$ cat config.mk
export PLATFORM = sky130hd
export DESIGN_NAME = mac_queue_status
export DESIGN_NICKNAME = d
export VERILOG_FILES = /design/src/verilog/qptr_pkg.sv /design/src/verilog/mac_queue_status.sv /design/src/verilog/queue_pointer.sv
export SDC_FILE = /design/constraint.sdc
export NUM_CORES = 1
export LEC_CHECK = 0
export BUFFER_PORTS_ARGS = -buffer_cell sky130_fd_sc_hd__buf_2
export CAP_MARGIN = 20
export CORE_ASPECT_RATIO = 0.7
export CORE_MARGIN = 5
export CORE_UTILIZATION = 50
export DETAILED_ROUTE_END_ITERATION = 8
export PLACE_DENSITY = 0.83
export SLEW_MARGIN = 20
export SYNTH_ARGS = -nofsm -noshare
export SYNTH_HDL_FRONTEND = slang
export SYNTH_SLANG_ARGS = --single-unit
$ cat constraint.sdc
create_clock -name core_clk -period 2.99 [get_ports core_clk]
set_input_delay 0.7475 -clock core_clk [delete_from_list [all_inputs] [get_ports core_clk]]
set_output_delay 0.7475 -clock core_clk [all_outputs]
set_load 0.1 [all_outputs]
$ cat src/verilog/qptr_pkg.sv
// Purpose: Shared constants and types for the queue pointer and status block
// Assumes: APB slave, 32-bit data, one clock
// Notes: Offsets are word-aligned byte addresses
`default_nettype none

package qptr_pkg;

  // ---------------------------------------------------------------------------
  // Register map
  // ---------------------------------------------------------------------------
  localparam logic [7:0] RX_QUEUE_POINTER_OFS = 8'h18;
  localparam logic [7:0] TX_QUEUE_POINTER_OFS = 8'h1C;
  localparam logic [7:0] RECEIVE_STATUS_OFS = 8'h20;
  localparam logic [7:0] INTERRUPT_STATUS_OFS = 8'h24;
  localparam logic [7:0] TRANSMIT_STATUS_OFS = 8'h14;

  // ---------------------------------------------------------------------------
  // Field positions
  // ---------------------------------------------------------------------------
  localparam int RS_NO_BUFFER = 0;
  localparam int RS_FRAME_RECEIVED = 1;
  localparam int RS_OVERRUN = 2;
  localparam int RS_WIDTH = 3;
  localparam int TS_TRANSMIT_ACTIVE = 3;

  localparam int IS_MGMT_DONE = 0;
  localparam int IS_RX_COMPLETE = 1;
  localparam int IS_RX_USED = 2;
  localparam int IS_TX_USED = 3;
  localparam int IS_TX_UNDERRUN = 4;
  localparam int IS_RETRY_LIMIT = 5;
  localparam int IS_TX_EXHAUSTED = 6;
  localparam int IS_TX_COMPLETE = 7;
  localparam int IS_RX_OVERRUN = 10;
  localparam int IS_BUS_ERROR = 11;
  localparam int IS_PAUSE_RECEIVED = 12;
  localparam int IS_PAUSE_ZERO = 13;
  localparam int IS_WIDTH = 14;

  // ---------------------------------------------------------------------------
  // Pointer layout: word address in [31:2], descriptor index in the low bits
  // ---------------------------------------------------------------------------
  localparam int PTR_LSB = 2;
  localparam int DESC_STRIDE_LOG2 = 3;
  localparam int DESC_INDEX_BITS = 10;
  localparam logic [31:0] PTR_RESET = 32'h0000_0000;
  localparam logic [31:0] PTR_MASK = 32'hFFFF_FFFC;
  localparam logic [9:0] DESC_LAST = 10'h3FF;
  localparam logic [31:0] ZERO_WORD = 32'h0000_0000;

  // ---------------------------------------------------------------------------
  // Event carriers
  // ---------------------------------------------------------------------------
  typedef struct packed {
    logic frame_stored;
    logic buffer_used;
    logic buffer_wrap;
    logic desc_owned_by_cpu;
    logic overrun;
    logic frame_start;
  } rx_events_t;

  typedef struct packed {
    logic buffer_used;
    logic buffer_wrap;
    logic frame_done;
    logic used_bit_read;
    logic underrun;
    logic retry_limit;
    logic exhausted;
    logic active;
  } tx_events_t;

  typedef struct packed {
    logic mgmt_done;
    logic pause_received;
    logic pause_zero;
    logic bus_error;
  } misc_events_t;

endpackage : qptr_pkg

`default_nettype wire

$ cat src/verilog/mac_queue_status.sv
// Purpose: Descriptor queue pointers and receive/interrupt status for a MAC
// Assumes: APB slave on core_clk; DMA and side units pulse events here
// Notes: Zero-wait APB; set always wins over a clear in the same cycle
//
// How it works
// [RULE1] Receive pointer loads base, reads current descriptor
// [RULE2] Transmit index advances, wraps at 1024 or wrap
// [RULE3] Transmit pointer writable only while transmit idle
// [RULE4] Software keeps pointer bit 2 zero
// [RULE5] Transmit read gives first buffer of frame
// [RULE6] Receive status bits clear on written one
// [RULE7] No-buffer flag sets on every failed attempt
// [RULE8] Receive DMA retries descriptor at each frame
// [RULE9] Frame-received flag sets when frame stored
// [RULE10] Overrun flag sets and buffer is reclaimed
// [RULE11] Interrupt status layout, cleared when read
// [RULE12] Management done sets its interrupt bit
// [RULE13] Receive complete sets on stored frame
// [RULE14] Receive used bit read sets interrupt
// [RULE15] Transmit used bit read sets interrupt
// [RULE16] Underrun on late data, error, used, rewrite
// [RULE17] Buffers exhausted mid frame sets error bit
// [RULE18] Transmit complete sets on each frame
// [RULE19] Receive overrun bit follows overrun flag set
// [RULE20] Bus error response sets its bit
// [RULE21] Valid pause frame sets its bit
// [RULE22] Pause counter reaching zero sets bit
// [RULE23] Transmit status bit 3 shows active
// [RULE24] Hardware set beats same-cycle clear
//
// Our own choices: the register offsets and the APB slave port.
`default_nettype none

module mac_queue_status (
  // Clock and reset
  input wire logic core_clk,
  input wire logic rst,
  // APB slave
  input wire logic psel,
  input wire logic penable,
  input wire logic pwrite,
  input wire logic [7:0] paddr,
  input wire logic [31:0] pwdata,
  output logic [31:0] prdata,
  output logic pready,
  output logic pslverr,
  // Receive DMA events
  input wire qptr_pkg::rx_events_t rx_ev,
  // Transmit DMA events
  input wire qptr_pkg::tx_events_t tx_ev,
  // Management, pause and bus events
  input wire qptr_pkg::misc_events_t misc_ev,
  // Pointers to the DMA engines
  output logic [31:0] rx_desc_addr,
  output logic [31:0] tx_desc_addr,
  output logic rx_retry_fetch,
  output logic rx_reclaim_buffer
);

  // ---------------------------------------------------------------------------
  // Address decode
  // ---------------------------------------------------------------------------
  function automatic logic hit(input logic [7:0] addr, input logic [7:0] ofs);
    hit = (addr == ofs);
  endfunction : hit

  logic access;
  logic wr;
  logic rd;
  logic mapped;
  logic sel_rx_ptr;
  logic sel_tx_ptr;
  logic sel_rx_status;
  logic sel_irq_status;
  logic sel_tx_status;

  assign access = psel & penable;
  assign wr = access & pwrite;
  assign rd = access & ~pwrite;
  // One decode per register, shared by the write, clear and read paths
  assign sel_rx_ptr = hit(paddr, qptr_pkg::RX_QUEUE_POINTER_OFS);
  assign sel_tx_ptr = hit(paddr, qptr_pkg::TX_QUEUE_POINTER_OFS);
  assign sel_rx_status = hit(paddr, qptr_pkg::RECEIVE_STATUS_OFS);
  assign sel_irq_status = hit(paddr, qptr_pkg::INTERRUPT_STATUS_OFS);
  assign sel_tx_status = hit(paddr, qptr_pkg::TRANSMIT_STATUS_OFS);
  assign mapped = sel_rx_ptr | sel_tx_ptr | sel_rx_status | sel_irq_status | sel_tx_status;

  // Zero-wait slave: every access completes in its first access cycle
  assign pready = 1'b1;
  assign pslverr = access & ~mapped;

  // ---------------------------------------------------------------------------
  // Transmit active level and queue pointer writes
  // ---------------------------------------------------------------------------
  logic transmit_active_flag;
  logic rx_ptr_load;
  logic tx_ptr_load;
  logic tx_ptr_write_seen;

  assign transmit_active_flag = tx_ev.active; // RULE23
  assign rx_ptr_load = wr & sel_rx_ptr; // RULE1
  assign tx_ptr_write_seen = wr & sel_tx_ptr;
  // Writes during an active transmit are dropped so the DMA never jumps
  assign tx_ptr_load = tx_ptr_write_seen & ~transmit_active_flag; // RULE3

  // ---------------------------------------------------------------------------
  // Receive and transmit queue pointers
  // ---------------------------------------------------------------------------
  logic [31:0] rx_current;
  logic [31:0] tx_current;
  logic rx_advance;

  // A reclaimed buffer is not consumed, so the receive pointer stays put
  assign rx_advance = rx_ev.buffer_used & ~rx_ev.overrun; // RULE10

  queue_pointer rx_qp (
    .core_clk(core_clk),
    .rst(rst),
    .load(rx_ptr_load),
    .load_value(pwdata),
    .advance(rx_advance),
    .wrap(rx_ev.buffer_wrap),
    .base(),
    .current(rx_current)
  );

  queue_pointer tx_qp (
    .core_clk(core_clk),
    .rst(rst),
    .load(tx_ptr_load),
    .load_value(pwdata),
    .advance(tx_ev.buffer_used), // RULE2
    .wrap(tx_ev.buffer_wrap),
    .base(),
    .current(tx_current)
  );

  assign rx_desc_addr = rx_current;
  assign tx_desc_addr = tx_current;

  // ---------------------------------------------------------------------------
  // First buffer of the current transmit frame
  // ---------------------------------------------------------------------------
  logic [31:0] tx_frame_start_reg;
  logic [31:0] tx_frame_start_next;
  logic tx_in_frame_reg;
  logic tx_in_frame_next;

  always_comb begin
    tx_frame_start_next = tx_frame_start_reg;
    tx_in_frame_next = tx_in_frame_reg;
    if (tx_ptr_load) begin
      tx_frame_start_next = pwdata & qptr_pkg::PTR_MASK;
      tx_in_frame_next = 1'b0;
    end else if (tx_ev.frame_done || tx_ev.exhausted || tx_ev.underrun) begin
      // Next frame starts at the descriptor after the last one used
      tx_in_frame_next = 1'b0;
    end else if (tx_ev.buffer_used) begin
      tx_in_frame_next = 1'b1;
    end
    if (!tx_in_frame_reg && !tx_ptr_load && !tx_ev.buffer_used) begin
      tx_frame_start_next = tx_current; // RULE5
    end
  end

  always_ff @(posedge core_clk) begin
    if (rst) begin
      tx_frame_start_reg <= qptr_pkg::PTR_RESET;
      tx_in_frame_reg <= 1'b0;
    end else begin
      tx_frame_start_reg <= tx_frame_start_next;
      tx_in_frame_reg <= tx_in_frame_next;
    end
  end

  // ---------------------------------------------------------------------------
  // Receive retry after a failed fetch
  // ---------------------------------------------------------------------------
  logic rx_wait_buffer_reg;
  logic rx_wait_buffer_next;
  logic rx_retry_reg;
  logic rx_retry_next;
  logic rx_reclaim_reg;
  logic rx_reclaim_next;

  always_comb begin
    rx_wait_buffer_next = rx_wait_buffer_reg;
    rx_retry_next = 1'b0;
    rx_reclaim_next = rx_ev.overrun; // RULE10
    if (rx_ev.desc_owned_by_cpu) begin
      rx_wait_buffer_next = 1'b1;
    end else if (rx_ev.buffer_used) begin
      rx_wait_buffer_next = 1'b0;
    end
    // Reread the same descriptor at each new frame until one is free
    if (rx_wait_buffer_reg && rx_ev.frame_start) begin
      rx_retry_next = 1'b1; // RULE8
    end
  end

  always_ff @(posedge core_clk) begin
    if (rst) begin
      rx_wait_buffer_reg <= 1'b0;
      rx_retry_reg <= 1'b0;
      rx_reclaim_reg <= 1'b0;
    end else begin
      rx_wait_buffer_reg <= rx_wait_buffer_next;
      rx_retry_reg <= rx_retry_next;
      rx_reclaim_reg <= rx_reclaim_next;
    end
  end

  assign rx_retry_fetch = rx_retry_reg;
  assign rx_reclaim_buffer = rx_reclaim_reg;

  // ---------------------------------------------------------------------------
  // Receive status, write one to clear
  // ---------------------------------------------------------------------------
  logic [2:0] rx_status_reg;
  logic [2:0] rx_status_next;
  logic [2:0] rx_status_set;
  logic [2:0] rx_status_clr;
  logic rx_overrun_rise;

  always_comb begin
    rx_status_set = '0;
    rx_status_set[qptr_pkg::RS_NO_BUFFER] = rx_ev.desc_owned_by_cpu; // RULE7
    rx_status_set[qptr_pkg::RS_FRAME_RECEIVED] = rx_ev.frame_stored; // RULE9
    rx_status_set[qptr_pkg::RS_OVERRUN] = rx_ev.overrun; // RULE10
    rx_status_clr = '0;
    if (wr && sel_rx_status) begin
      rx_status_clr = pwdata[qptr_pkg::RS_WIDTH-1:0]; // RULE6
    end
    // Writes only clear; a set in the same cycle survives
    rx_status_next = (rx_status_reg & ~rx_status_clr) | rx_status_set; // RULE24
  end

  always_ff @(posedge core_clk) begin
    if (rst) begin
      rx_status_reg <= '0;
    end else begin
      rx_status_reg <= rx_status_next;
    end
  end

  // Overrun interrupt tracks each new setting of the overrun flag
  assign rx_overrun_rise = rx_status_set[qptr_pkg::RS_OVERRUN]
                         & ~rx_status_reg[qptr_pkg::RS_OVERRUN]; // RULE19

  // ---------------------------------------------------------------------------
  // Interrupt status, clear on read
  // ---------------------------------------------------------------------------
  logic [13:0] irq_status_reg;
  logic [13:0] irq_status_next;
  logic [13:0] irq_set;
  logic irq_read;

  assign irq_read = rd & sel_irq_status;

  always_comb begin
    irq_set = '0;
    irq_set[qptr_pkg::IS_MGMT_DONE] = misc_ev.mgmt_done; // RULE12
    irq_set[qptr_pkg::IS_RX_COMPLETE] = rx_ev.frame_stored; // RULE13
    irq_set[qptr_pkg::IS_RX_USED] = rx_ev.desc_owned_by_cpu; // RULE14
    irq_set[qptr_pkg::IS_TX_USED] = tx_ev.used_bit_read; // RULE15
    // Software moving the pointer while transmit is idle also counts as underrun
    irq_set[qptr_pkg::IS_TX_UNDERRUN] = tx_ev.underrun | tx_ptr_load; // RULE16
    irq_set[qptr_pkg::IS_RETRY_LIMIT] = tx_ev.retry_limit; // RULE11
    irq_set[qptr_pkg::IS_TX_EXHAUSTED] = tx_ev.exhausted; // RULE17
    irq_set[qptr_pkg::IS_TX_COMPLETE] = tx_ev.frame_done; // RULE18
    irq_set[qptr_pkg::IS_RX_OVERRUN] = rx_overrun_rise; // RULE19
    irq_set[qptr_pkg::IS_BUS_ERROR] = misc_ev.bus_error; // RULE20
    irq_set[qptr_pkg::IS_PAUSE_RECEIVED] = misc_ev.pause_received; // RULE21
    irq_set[qptr_pkg::IS_PAUSE_ZERO] = misc_ev.pause_zero; // RULE22
    irq_status_next = irq_read ? irq_set : (irq_status_reg | irq_set); // RULE11 RULE24
  end

  always_ff @(posedge core_clk) begin
    if (rst) begin
      irq_status_reg <= '0;
    end else begin
      irq_status_reg <= irq_status_next;
    end
  end

  // ---------------------------------------------------------------------------
  // Register read views, zero in every reserved bit
  // ---------------------------------------------------------------------------
  logic [31:0] rx_status_word;
  logic [31:0] irq_status_word;
  logic [31:0] tx_status_word;

  always_comb begin
    rx_status_word = qptr_pkg::ZERO_WORD;
    irq_status_word = qptr_pkg::ZERO_WORD;
    tx_status_word = qptr_pkg::ZERO_WORD;
    // Next values, so an event landing in the setup cycle is not lost to the read
    rx_status_word[qptr_pkg::RS_WIDTH-1:0] = rx_status_next;
    irq_status_word[qptr_pkg::IS_WIDTH-1:0] = irq_status_next;
    tx_status_word[qptr_pkg::TS_TRANSMIT_ACTIVE] = transmit_active_flag; // RULE23
  end

  // ---------------------------------------------------------------------------
  // Read data, registered during the setup cycle
  // ---------------------------------------------------------------------------
  // Capturing at setup keeps the returned word apart from the clear in the access cycle
  logic [31:0] prdata_reg;
  logic [31:0] prdata_next;

  always_comb begin
    prdata_next = prdata_reg;
    if (psel && !penable && !pwrite) begin
      prdata_next = qptr_pkg::ZERO_WORD;
      case (1'b1)
        sel_rx_ptr: begin
          prdata_next = rx_current; // RULE1
        end
        sel_tx_ptr: begin
          prdata_next = tx_frame_start_next; // RULE5
        end
        sel_rx_status: begin
          prdata_next = rx_status_word; // RULE6
        end
        sel_irq_status: begin
          prdata_next = irq_status_word; // RULE11
        end
        sel_tx_status: begin
          prdata_next = tx_status_word;
        end
        default: begin
          prdata_next = qptr_pkg::ZERO_WORD;
        end
      endcase
    end
  end

  always_ff @(posedge core_clk) begin
    if (rst) begin
      prdata_reg <= qptr_pkg::ZERO_WORD;
    end else begin
      prdata_reg <= prdata_next;
    end
  end

  assign prdata = prdata_reg;

endmodule : mac_queue_status

`default_nettype wire

$ cat src/verilog/queue_pointer.sv
// Purpose: One descriptor queue pointer with base, advance and wrap
// Assumes: Advance and wrap are one-cycle pulses from the DMA
// Notes: Low ten index bits count buffers, base bits stay as written
`default_nettype none

module queue_pointer (
  // Clock and reset
  input wire logic core_clk,
  input wire logic rst,
  // Software load
  input wire logic load,
  input wire logic [31:0] load_value,
  // DMA progress
  input wire logic advance,
  input wire logic wrap,
  // State
  output logic [31:0] base,
  output logic [31:0] current
);

  logic [31:0] base_reg;
  logic [31:0] base_next;
  logic [9:0] index_reg;
  logic [9:0] index_next;

  // ---------------------------------------------------------------------------
  // Next state
  // ---------------------------------------------------------------------------
  always_comb begin
    base_next = base_reg;
    index_next = index_reg;
    if (load) begin
      base_next = load_value & qptr_pkg::PTR_MASK;
      index_next = '0;
    end else if (advance) begin
      // Back to the written start on wrap or after the last slot
      if (wrap || index_reg == qptr_pkg::DESC_LAST) begin
        index_next = '0;
      end else begin
        index_next = index_reg + 10'h001;
      end
    end
  end

  always_ff @(posedge core_clk) begin
    if (rst) begin
      base_reg <= qptr_pkg::PTR_RESET;
      index_reg <= '0;
    end else begin
      base_reg <= base_next;
      index_reg <= index_next;
    end
  end

  assign base = base_reg;
  assign current = base_reg + {19'h0_0000, index_reg, 3'h0};

endmodule : queue_pointer

`default_nettype wire
==> metrics.txt, run 1 <==
final worst path period share=1.17; initial core utilization=0.509; required time of the critical path=approximately 2.2 ns; critical path class=flop to primary output; power per cell area=approximately 370 nW/um^2; TritonCTS clock tree=yes; share of layout cells above drive strength 1=0.381; number of global-route vias before repair=a little under 10000; Final WS setup=-0.513 ns; ys async rst share=0; critical path endpoint category=primary output; clk sinks=165; Area Growth Syn to Fin=56.7%; post-synth top area share=0.378; setup tns final=-17.34 ns; Hold Vio Cnt, Final=0; Max Slew Vio Count=0; Final setup viols=48; Synth area leaders=dfxtp_1, nand2_1, a21oi_1; fmax=~290 MHz; DR iter-0 viols=between 1000 and 1500; Leak=approximately 5.6 nW; die area=a little over 20000 sq um; Reg clk slew, reported paths=0.07 ns; Peak VDD IR=about 0.33 mV; Final #Nets=about 1400; Tmin final=3.50 ns; pin count of the biggest net entering global routing=88; count leader, synth=nand2_1; max_slew headroom=0.510; drt pass-1 iters=5; worst-margin pin slew=about 0.74 ns; Yosys warnings=0; failing checks=setup timing; port bufs=between 150 and 200; Finished Layout Cells=about 1600; Hold WC Path Type=flop to flop; Synth cell types=78; Tot Pwr=just over 5 mW; grt ovf=0; total CTS buffers=17; commonest cells in the netlist=nand2_1, dfxtp_1, a21oi_1; Post-Route WL=35500 um; critical path startpoint category=flop; vias per std cell=6.37; DP HPWL=roughly 23000 um; WP data arrival=2.76 ns; Syn Std Cell Area=between 8000 and 9000 sq um; maximum root-to-sink buffer count=2; H-tree lvl count=4; Die Height=between 100 and 150 um; Post-Syn Area per Cell=7.87 sq um; io pins=163; WL per Instance=roughly 22 um; clk_lat worst skew=about 0.44 ns; maxcap violations=0; # placed instances=1516; global-route wire length before repair=about 53000 um; outcome=finished with violations; Hold Slack=~0.47 ns; EDFF count, synth=0; skew final=0.0128 ns; Root Driver=clkbuf_16; Max FO, Critical Path=6; largest area contributor in the netlist=dfxtp_1; most used flip-flop cell after synthesis=dfxtp_1; RSZ-0062 raised after global routing=yes; row cnt=40; core area=about 17000 sq um; via count=around 10000; Final GP Congestion=approximately 0.97; fin util=0.797; initial antenna violation count=1; post-synthesis sequential area ratio=0.378; Total Routing Usage GR=0.328; Die X=168 um; Post-Synthesis Cells=around 1100; Synth Register Bits=about 170; # DRC=0; Post-DRT Antenna Nets=0
==> cell families (layout without fill, tap and decap cells) <==
family,count (synthesis),in the layout,share of synthesized area
and+or+nand+nor,466,466,0.254
AOI/OAI and AO/OA,288,289,0.205
xor gates and xnor gates,62,62,0.0630
DFF,165,165,0.378
adders and majority gates,24,24,0.0361
other,2,7,0.000860
muxes,15,15,0.0176
buffers and inverters,88,340,0.0454
==> where the power goes <==
part	switching, mW	total (mW)	internal [mW]
clock	0.963	2.26	1.30
sequential	0.0230	2.26	2.24
combinational	0.400	0.522	0.122
==> worst paths after layout <==
path	start	end	slack, ns	cells past startpoint
max	rx_qp.base[3]$_SDFFE_PP0P_	rx_desc_addr[19]	-0.51	9
min	rx_qp.base[12]$_SDFFE_PP0P_	rx_qp.base[12]$_SDFFE_PP0P_	0.47	2
max reg2reg	tx_qp.index_reg[0]$_SDFFE_PP0P_	prdata[9]$_SDFFE_PP0P_	0.05	11
min reg2reg	rx_qp.base[12]$_SDFFE_PP0P_	rx_qp.base[12]$_SDFFE_PP0P_	0.47	2
==> area by class of cell <==
| cell class | instances | area [sq um] |
|---|---|---|
| clock inverter | 10 | 121 |
| timing repair buffer | 299 | 2810 |
| inverter | 10 | 37.5 |
| tap | 231 | 289 |
| sequential | 165 | 3340 |
| multi-input combinational | 861 | 6610 |
| antenna | 2 | 5.00 |
| clock buffer | 21 | 470 |
| fill | 1001 | 3480 |
==> cells in the final DEF, fill, tap and decap left out, drive strengths merged, types with 4 or more instances in the layout <==
cell,count
buf,297
nand2,173
dfxtp,165
a21oi,129
nor2,125
o21ai,56
xor2,34
nor3,31
nand3,30
a211oi,28
xnor2,28
and3,27
clkbuf,23
ha,22
nand4,20
mux2i,12
a31oi,12
inv,12
and2,11
o211ai,9
a21o,9
or3,8
nor3b,7
o21a,6
nor4,6
conb,5
nand2b,5
clkinv,5
nor4b,5
nor2b,4
a221oi,4
o31ai,4
o22ai,4
==> critical path, stage by stage, from the launching register on <==
cell and delay, ns:
dfxtp_2 0.34, ha_4 0.17, fa_2 0.39, a211oi_4 0.31, o21ai_2 0.13, a41oi_4 0.27, buf_12 0.19, nand2b_4 0.15
xnor2_4 0.14, buf_12 0.21
==> what timing repair did <==
item | in CTS | in global routing
pin swaps | 46 | 49
hold buffers | 0 | 0
buffers inserted | 29 | 25
resized for setup | 104 | 42
gates cloned | 1 | 2
setup endpoints to repair | 51 | 52
==> per-layer routing <==
metal	track usage	vias up	share of wire
li1	-	4371	-
met1	0.412	4842	0.38
met2	0.525	768	0.46
met3	0.0752	198	0.11
met4	0.178	2	0.058
met5	0	-	0.00031
==> per-stage QoR <==
step	area [sq um]	worst slack, ns
6_report	13700	-0.513
5_1_grt	13700	-0.594
4_1_cts	13300	-0.470
3_5_place_dp	11900	-0.106
3_3_place_gp	11900	-0.0325
2_1_floorplan	9720	-0.456
No activity file was read; power rests on OpenSTA's default activity.
==> run 2: changes to the inputs <==
--- a/config.mk
+++ b/config.mk
@@ -5,13 +5,14 @@
 export SDC_FILE = /design/constraint.sdc
 export NUM_CORES = 1
 export LEC_CHECK = 0
+export ABC_AREA = 1
 export BUFFER_PORTS_ARGS = -buffer_cell sky130_fd_sc_hd__buf_2
 export CAP_MARGIN = 20
 export CORE_ASPECT_RATIO = 0.7
 export CORE_MARGIN = 5
 export CORE_UTILIZATION = 50
 export DETAILED_ROUTE_END_ITERATION = 8
-export PLACE_DENSITY = 0.83
+export PLACE_DENSITY = 0.82
 export SLEW_MARGIN = 20
 export SYNTH_ARGS = -nofsm -noshare
 export SYNTH_HDL_FRONTEND = slang
==> metrics.txt, run 2 <==
outcome=finished with violations; failing checks=setup timing; max_slew headroom=0.648 (+0.138); hold depth=2 (unchanged); Hold WC Path Type=flop to flop; EDFF count, synth=0 (unchanged); critical path class=flop to primary output; maxcap violations=0 (unchanged); Total Routing Usage GR=0.302 (-0.0258); commonest cells in the netlist=nand2_1, nand3_1, dfxtp_1; Synth cell types=52 (-33%); post-synthesis sequential area ratio=0.345 (-0.0332); drt pass-1 iters=9 (+4); Sequential cell area=3370 sq um (+1.0%); row cnt=42 (+5.0%); DR iter-0 viols=1416 (+3.1%); WP data arrival=2.35 ns (-0.41 ns); TritonCTS clock tree=yes; Tot Pwr=5.24 mW (+3.9%); RSZ-0062 raised after global routing=yes; Die X=175 um (+4.4%); global-route wire length before repair=53500 um (+1.4%); Area Growth Syn to Fin=41.5%; Max Slew Vio Count=0 (unchanged); Hold Vio Cnt, Final=0 (unchanged); number of hold buffers added after CTS=0 (unchanged); total CTS buffers=17 (unchanged); Final #Nets=1740 (+21%); die area=22100 sq um (+8.9%); Final setup viols=19 (-60%); post-synth top area share=0.345 (-0.0332); reg2reg end=prdata[19]$_SDFFE_PP0P_; required time of the critical path=2.24 ns (about the same); Cell Chain, Critical Path=ha_4 -> fa_2 -> nand3_2 -> nand3_4 -> nand3_2 -> nand2_4 -> buf_4 -> buf_6 -> inv_2 -> or2_4 -> nand2_2 -> buf_12; dpl cell area=11300 sq um (-5.1%); Synth Register Bits=165 (unchanged); count leader, synth=nand2_1; Root Driver=clkbuf_16; setup tns final=-0.882 ns (+16.46 ns); Die Height=126 um (+4.3%); critical path endpoint category=primary output; maximum root-to-sink buffer count=2 (unchanged); Reg clk slew, reported paths=0.07 ns (about the same); via count=11200 (+10%); Leak=6.16 nW (+9.3%); power per cell area=387 nW/um^2 (+4.9%); vias per std cell=5.87 (-7.8%); Multi-input gate area=6510 sq um (-1.5%); Final WS setup=-0.107 ns (+0.406 ns); r2r startpoint=rx_qp.index_reg[3]$_SDFFE_PP0P_; Yosys warnings=0 (unchanged); cells on worst reg2reg path=22 (+11); Post-Synthesis Cells=1464 (+32%); crit-path most repeated cell=nand3_2; min-delay src=irq_status_reg[9]$_SDFF_PP0_; Tmin final=3.10 ns (-0.406 ns); Slowest-stage cell, CP=fa_2; Ant. Diodes=0 (-2); clk sinks=165 (unchanged); ys async rst share=0 (unchanged); grt ovf=0 (unchanged); most used flip-flop cell after synthesis=dfxtp_1; final worst path period share=1.04 (-0.136); Synth area leaders=dfxtp_1, nand2_1, nand3_1; share of layout cells above drive strength 1=0.318 (-0.0631); fin util=0.718 (-0.0790); initial antenna violation count=2 (+1); DP HPWL=24600 um (+9.3%); Syn Std Cell Area=9570 sq um (+9.6%); Max FO, Critical Path=4 (-2); Worst path max stage delay=0.38 ns (about the same); worst-margin pin slew=0.528 ns (-0.207 ns); hold endpoint=irq_status_reg[9]$_SDFF_PP0_; io pins=163 (unchanged); WL per Instance=18.9 um (-15%); fmax=323 MHz (+13%); # DRC=0 (unchanged); initial core utilization=0.507 (-0.00125); pin count of the biggest net entering global routing=49 (-44%); H-tree lvl count=4 (unchanged); most frequent cells in the layout=nand2_1, nand3_1, inv_1, dfxtp_1, nor2_1; core area=18900 sq um (+9.9%); commonest non-fill, non-tap cell in the layout=nand2_1; Post-Route WL=36100 um (+1.6%); skew final=0.0115 ns (-0.00129 ns); port bufs=157 (unchanged); fill cell count=1374 (+37%); clk_lat worst skew=0.44 ns (about the same); largest area contributor in the netlist=dfxtp_1; dpl ws=0.0836 ns (+0.189 ns); number of global-route vias before repair=10300 (+3.5%); reg2reg setup slack=0.05 ns (about the same); Peak VDD IR=0.310 mV (-5.2%); critical path startpoint category=flop; Final GP Congestion=0.988 (+2.3%); Post-DRT Antenna Nets=0 (unchanged); Post-Syn Area per Cell=6.54 sq um (-17%); Finished Cell Area=13500 sq um (-0.99%)
run 2: changes by cell type in the layout (fill, tap and decap cells not counted), sizes merged, moves of 13 or more:
cell / previous run / this run
buf: 297 / 222
a211oi: 28 / 0
inv: 12 / 174
nand2: 173 / 450
xnor2: 28 / 7
and3: 27 / 0
xor2: 34 / 21
o22ai: 4 / 17
nand3: 30 / 196
a21oi: 129 / 87
run 2: power by group:
group	internal (mW)	total [mW]	leakage [nW]	switching [mW]
combinational	0.139	0.533	4.48	0.394
sequential	2.24	2.26	1.36	0.0227
clock	1.42	2.45	0.317	1.02
run 2: how the worst max path moves through the flow:
stage | from | endpoint | slack (ns)
6_report | rx_qp.base[3]$_SDFFE_PP0P_ | rx_desc_addr[11] | -0.11
5_1_grt | rx_qp.base[3]$_SDFFE_PP0P_ | rx_desc_addr[19] | -0.17
4_1_cts | rx_qp.base[3]$_SDFFE_PP0P_ | rx_desc_addr[19] | -0.04
3_5_place_dp | tx_qp.index_reg[0]$_SDFFE_PP0P_ | tx_desc_addr[31] | 0.08
3_3_place_gp | tx_qp.index_reg[0]$_SDFFE_PP0P_ | tx_desc_addr[31] | 0.15
2_1_floorplan | paddr[0] | pslverr | -0.38
run 2: final cells by class:
cell class                      instances  share of cell area
Inverter                              172              0.0483
Sequential cell                       165               0.249
Multi-Input combinational cell       1074               0.480
Clock inverter                         15              0.0164
Timing Repair Buffer                  223               0.152
Tap cell                              242              0.0223
Clock buffer                           17              0.0314
run 2: repair_timing:
action                     4_1_cts  5_1_grt
setup endpoints to repair       52       49
pin swaps                       26       41
buffers inserted                16       27
resized for setup              147      164
run 2: routing by layer:
layer  global-route usage  vias to the layer above  routed length (um)
met2                0.465                      770               16100
met4                0.133                        4                1820
met3               0.0692                      169                3900
met1                0.408                     5173               14300
li1                     -                     5079                   -
met5                    0                        -                  21
run 2: per-stage QoR:
| step | hold WS [ns] | instances |
|---|---|---|
| 4_1_cts | 0.443 | 1881 |
| 6_report | 0.449 | 1908 |
| 3_3_place_gp | 0.428 | 1833 |
| 2_1_floorplan | 0.410 | 1467 |
| 3_5_place_dp | 0.431 | 1833 |
| 5_1_grt | 0.475 | 1908 |
run 2: cells by family (layout without fill, tap and decap cells):
| group | Yosys count | in the layout | synth area share |
|---|---|---|---|
| and+or+nand+nor | 833 | 833 | 0.382 |
| AOI/OAI and AO/OA | 184 | 184 | 0.110 |
| buffers and inverters | 228 | 427 | 0.103 |
| adders and majority gates | 24 | 24 | 0.0329 |
| xor gates and xnor gates | 28 | 28 | 0.0256 |
| other | 2 | 5 | 0.000784 |
| DFF | 165 | 165 | 0.345 |
run 2: worst max-delay path, delay by kind of cell (launching register included):
| kind | cells | cell delay (ns) |
|---|---|---|
| simple gates | 6 | 0.55 |
| buf+inv | 4 | 0.47 |
| fa+ha+maj | 2 | 0.54 |
| flops | 1 | 0.34 |
==> run 3: changes to the inputs <==
--- a/config.mk
+++ b/config.mk
@@ -13,6 +13,7 @@
 export CORE_UTILIZATION = 50
 export DETAILED_ROUTE_END_ITERATION = 8
 export PLACE_DENSITY = 0.82
+export SKIP_CTS_REPAIR_TIMING = 1
 export SLEW_MARGIN = 20
 export SYNTH_ARGS = -nofsm -noshare
 export SYNTH_HDL_FRONTEND = slang
==> constraint.sdc (replaced) <==
create_clock -name core_clk -period 2.99 [get_ports core_clk]
set_input_delay 0.4485 -clock core_clk [delete_from_list [all_inputs] [get_ports core_clk]]
set_output_delay 0.4485 -clock core_clk [all_outputs]
set_load 0.1 [all_outputs]
==> metrics.txt, run 3 (synthesis gave the netlist of run 2 again) <==
outcome=finished, final reports clean; row cnt=42 (unchanged); drt pass-1 iters=6 (-3); required time of the critical path=2.54 ns (+0.30 ns); power per cell area=425 nW/um^2 (+9.8%); maximum root-to-sink buffer count=2 (unchanged); share of layout cells above drive strength 1=0.183 (-0.134); vias per std cell=5.62 (-4.2%); maxcap violations=0 (unchanged); Tmin final=2.90 ns (-0.195 ns); critical path endpoint category=primary output; Final WS setup=0.0883 ns (+0.195 ns); die area=22100 sq um (unchanged); grt ovf=0 (unchanged); critical path class=flop to primary output; Die X=175 um (unchanged); dpl ws=0.268 ns (+0.185 ns); skew final=0.0113 ns (-0.000230 ns); Hold WC Path Type=input port to flop; worst-margin pin slew=0.752 ns (+0.224 ns); Leak=5.60 nW (-9.0%); Post-DRT Antenna Nets=0 (unchanged); # DRC=0 (unchanged); Root Driver=clkbuf_16; Total Routing Usage GR=0.276 (-0.0263); Die Height=126 um (unchanged); Peak VDD IR=0.306 mV (-1.1%); Worst path max stage delay=0.37 ns (about the same); clk_lat worst skew=0.43 ns (about the same); Final setup viols=0 (-19); port bufs=157 (unchanged); fill cell count=1695 (+23%); Ant. Diodes=0 (unchanged); io pins=163 (unchanged); Slowest-stage cell, CP=ha_1; Post-Route WL=31700 um (-12%); WL per Instance=17.0 um (-9.9%); max_slew headroom=0.499 (-0.149); Hold Slack=0.241 ns (-0.208 ns); WP data arrival=2.45 ns (+0.10 ns); global-route wire length before repair=49200 um (-8.1%); initial core utilization=0.507 (unchanged); critical path startpoint category=flop; Finished Layout Cells=1857 (-2.7%); Tot Pwr=4.93 mW (-5.8%); fin util=0.616 (-0.103); Max FO, Critical Path=4 (unchanged); # placed instances=1822 (-0.60%); Reg clk slew, reported paths=0.06 ns (about the same); fmax=345 MHz (+6.7%); DR iter-0 viols=1048 (-26%); commonest non-fill, non-tap cell in the layout=nand2_1; total CTS buffers=17 (unchanged); Final #Nets=1689 (-2.9%); final worst path period share=0.970 (-0.0653); core area=18900 sq um (unchanged); via count=10400 (-6.8%); delay-heaviest family, CP=compound AO/OA/AOI/OAI gates; Hold Vio Cnt, Final=0 (unchanged); Bufs and invs on worst path=2 (-2); Final GP Congestion=0.989 (about the same); initial antenna violation count=2 (unchanged); Area Growth Syn to Fin=21.3%; DP HPWL=24000 um (-2.5%); pin count of the biggest net entering global routing=71 (+45%); Cell Chain, Critical Path=ha_1 -> inv_1 -> o21bai_2 -> o21bai_1 -> nand3_2 -> nand2_1 -> xor2_2 -> buf_12; most frequent cells in the layout=nand2_1, nand3_1, inv_1, dfxtp_1, nor2_1; Max Slew Vio Count=0 (unchanged); H-tree lvl count=4 (unchanged); TritonCTS clock tree=yes; clk sinks=165 (unchanged); number of global-route vias before repair=9753 (-4.9%)
==> run 3: cell types whose count changed in the layout (fill, tap and decap cells not counted), sizes merged <==
cell and change:
bufinv -3, clkbuf +4, buf -54, clkinv -1, clkinvlp +3
==> run 3: per-stage QoR <==
stage          instance area (sq um)  setup TNS [ns]
2_1_floorplan                   9640               0
3_3_place_gp                   10700               0
3_5_place_dp                   10700               0
4_1_cts                        11200           -4.32
5_1_grt                        11600         -0.0539
6_report                       11600               0
==> run 3: path summary, 6_finish.rpt <==
path,startpoint,to,slack (ns),depth (start not counted)
setup / recovery,rx_qp.index_reg[5]$_SDFFE_PP0P_,rx_desc_addr[29],0.09,8
hold / removal,rx_ev[0],rx_retry_fetch$_SDFF_PP0_,0.24,3
setup reg to reg,tx_qp.index_reg[0]$_SDFFE_PP0P_,prdata[31]$_SDFFE_PP0P_,0.73,14
hold reg to reg,irq_status_reg[8]$_SDFF_PP0_,irq_status_reg[8]$_SDFF_PP0_,0.44,2
==> run 3: metal layers <==
layer / track usage / vias to the layer above / wire length (um)
met5: 0 / - / 25
li1: - / 4983 / -
met3: 0.0611 / 78 / 2980
met2: 0.432 / 592 / 14000
met4: 0.0896 / 4 / 924
met1: 0.380 / 4777 / 13700
==> run 3: where the power goes <==
| part | internal, mW | switching (mW) | total [mW] |
|---|---|---|---|
| sequential | 2.25 | 0.0234 | 2.27 |
| clock | 1.18 | 0.974 | 2.15 |
| combinational | 0.128 | 0.385 | 0.513 |
| total | 3.55 | 1.38 | 4.93 |
==> run 3: final cells by class <==
type	instances	area [sq um]	area share
clock buffers	18	439	0.0378
clock inverters	14	125	0.0108
inverters	172	652	0.0561
multi-input cells	1074	5510	0.474
flip-flops and latches	165	3310	0.285
well taps	242	303	0.0261
repair buffers	172	1280	0.110
==> run 3: tightest hold or removal path, stage by stage <==
cell and delay (ns):
buf_2 0.09, nand2_1 0.05, nor2_1 0.03
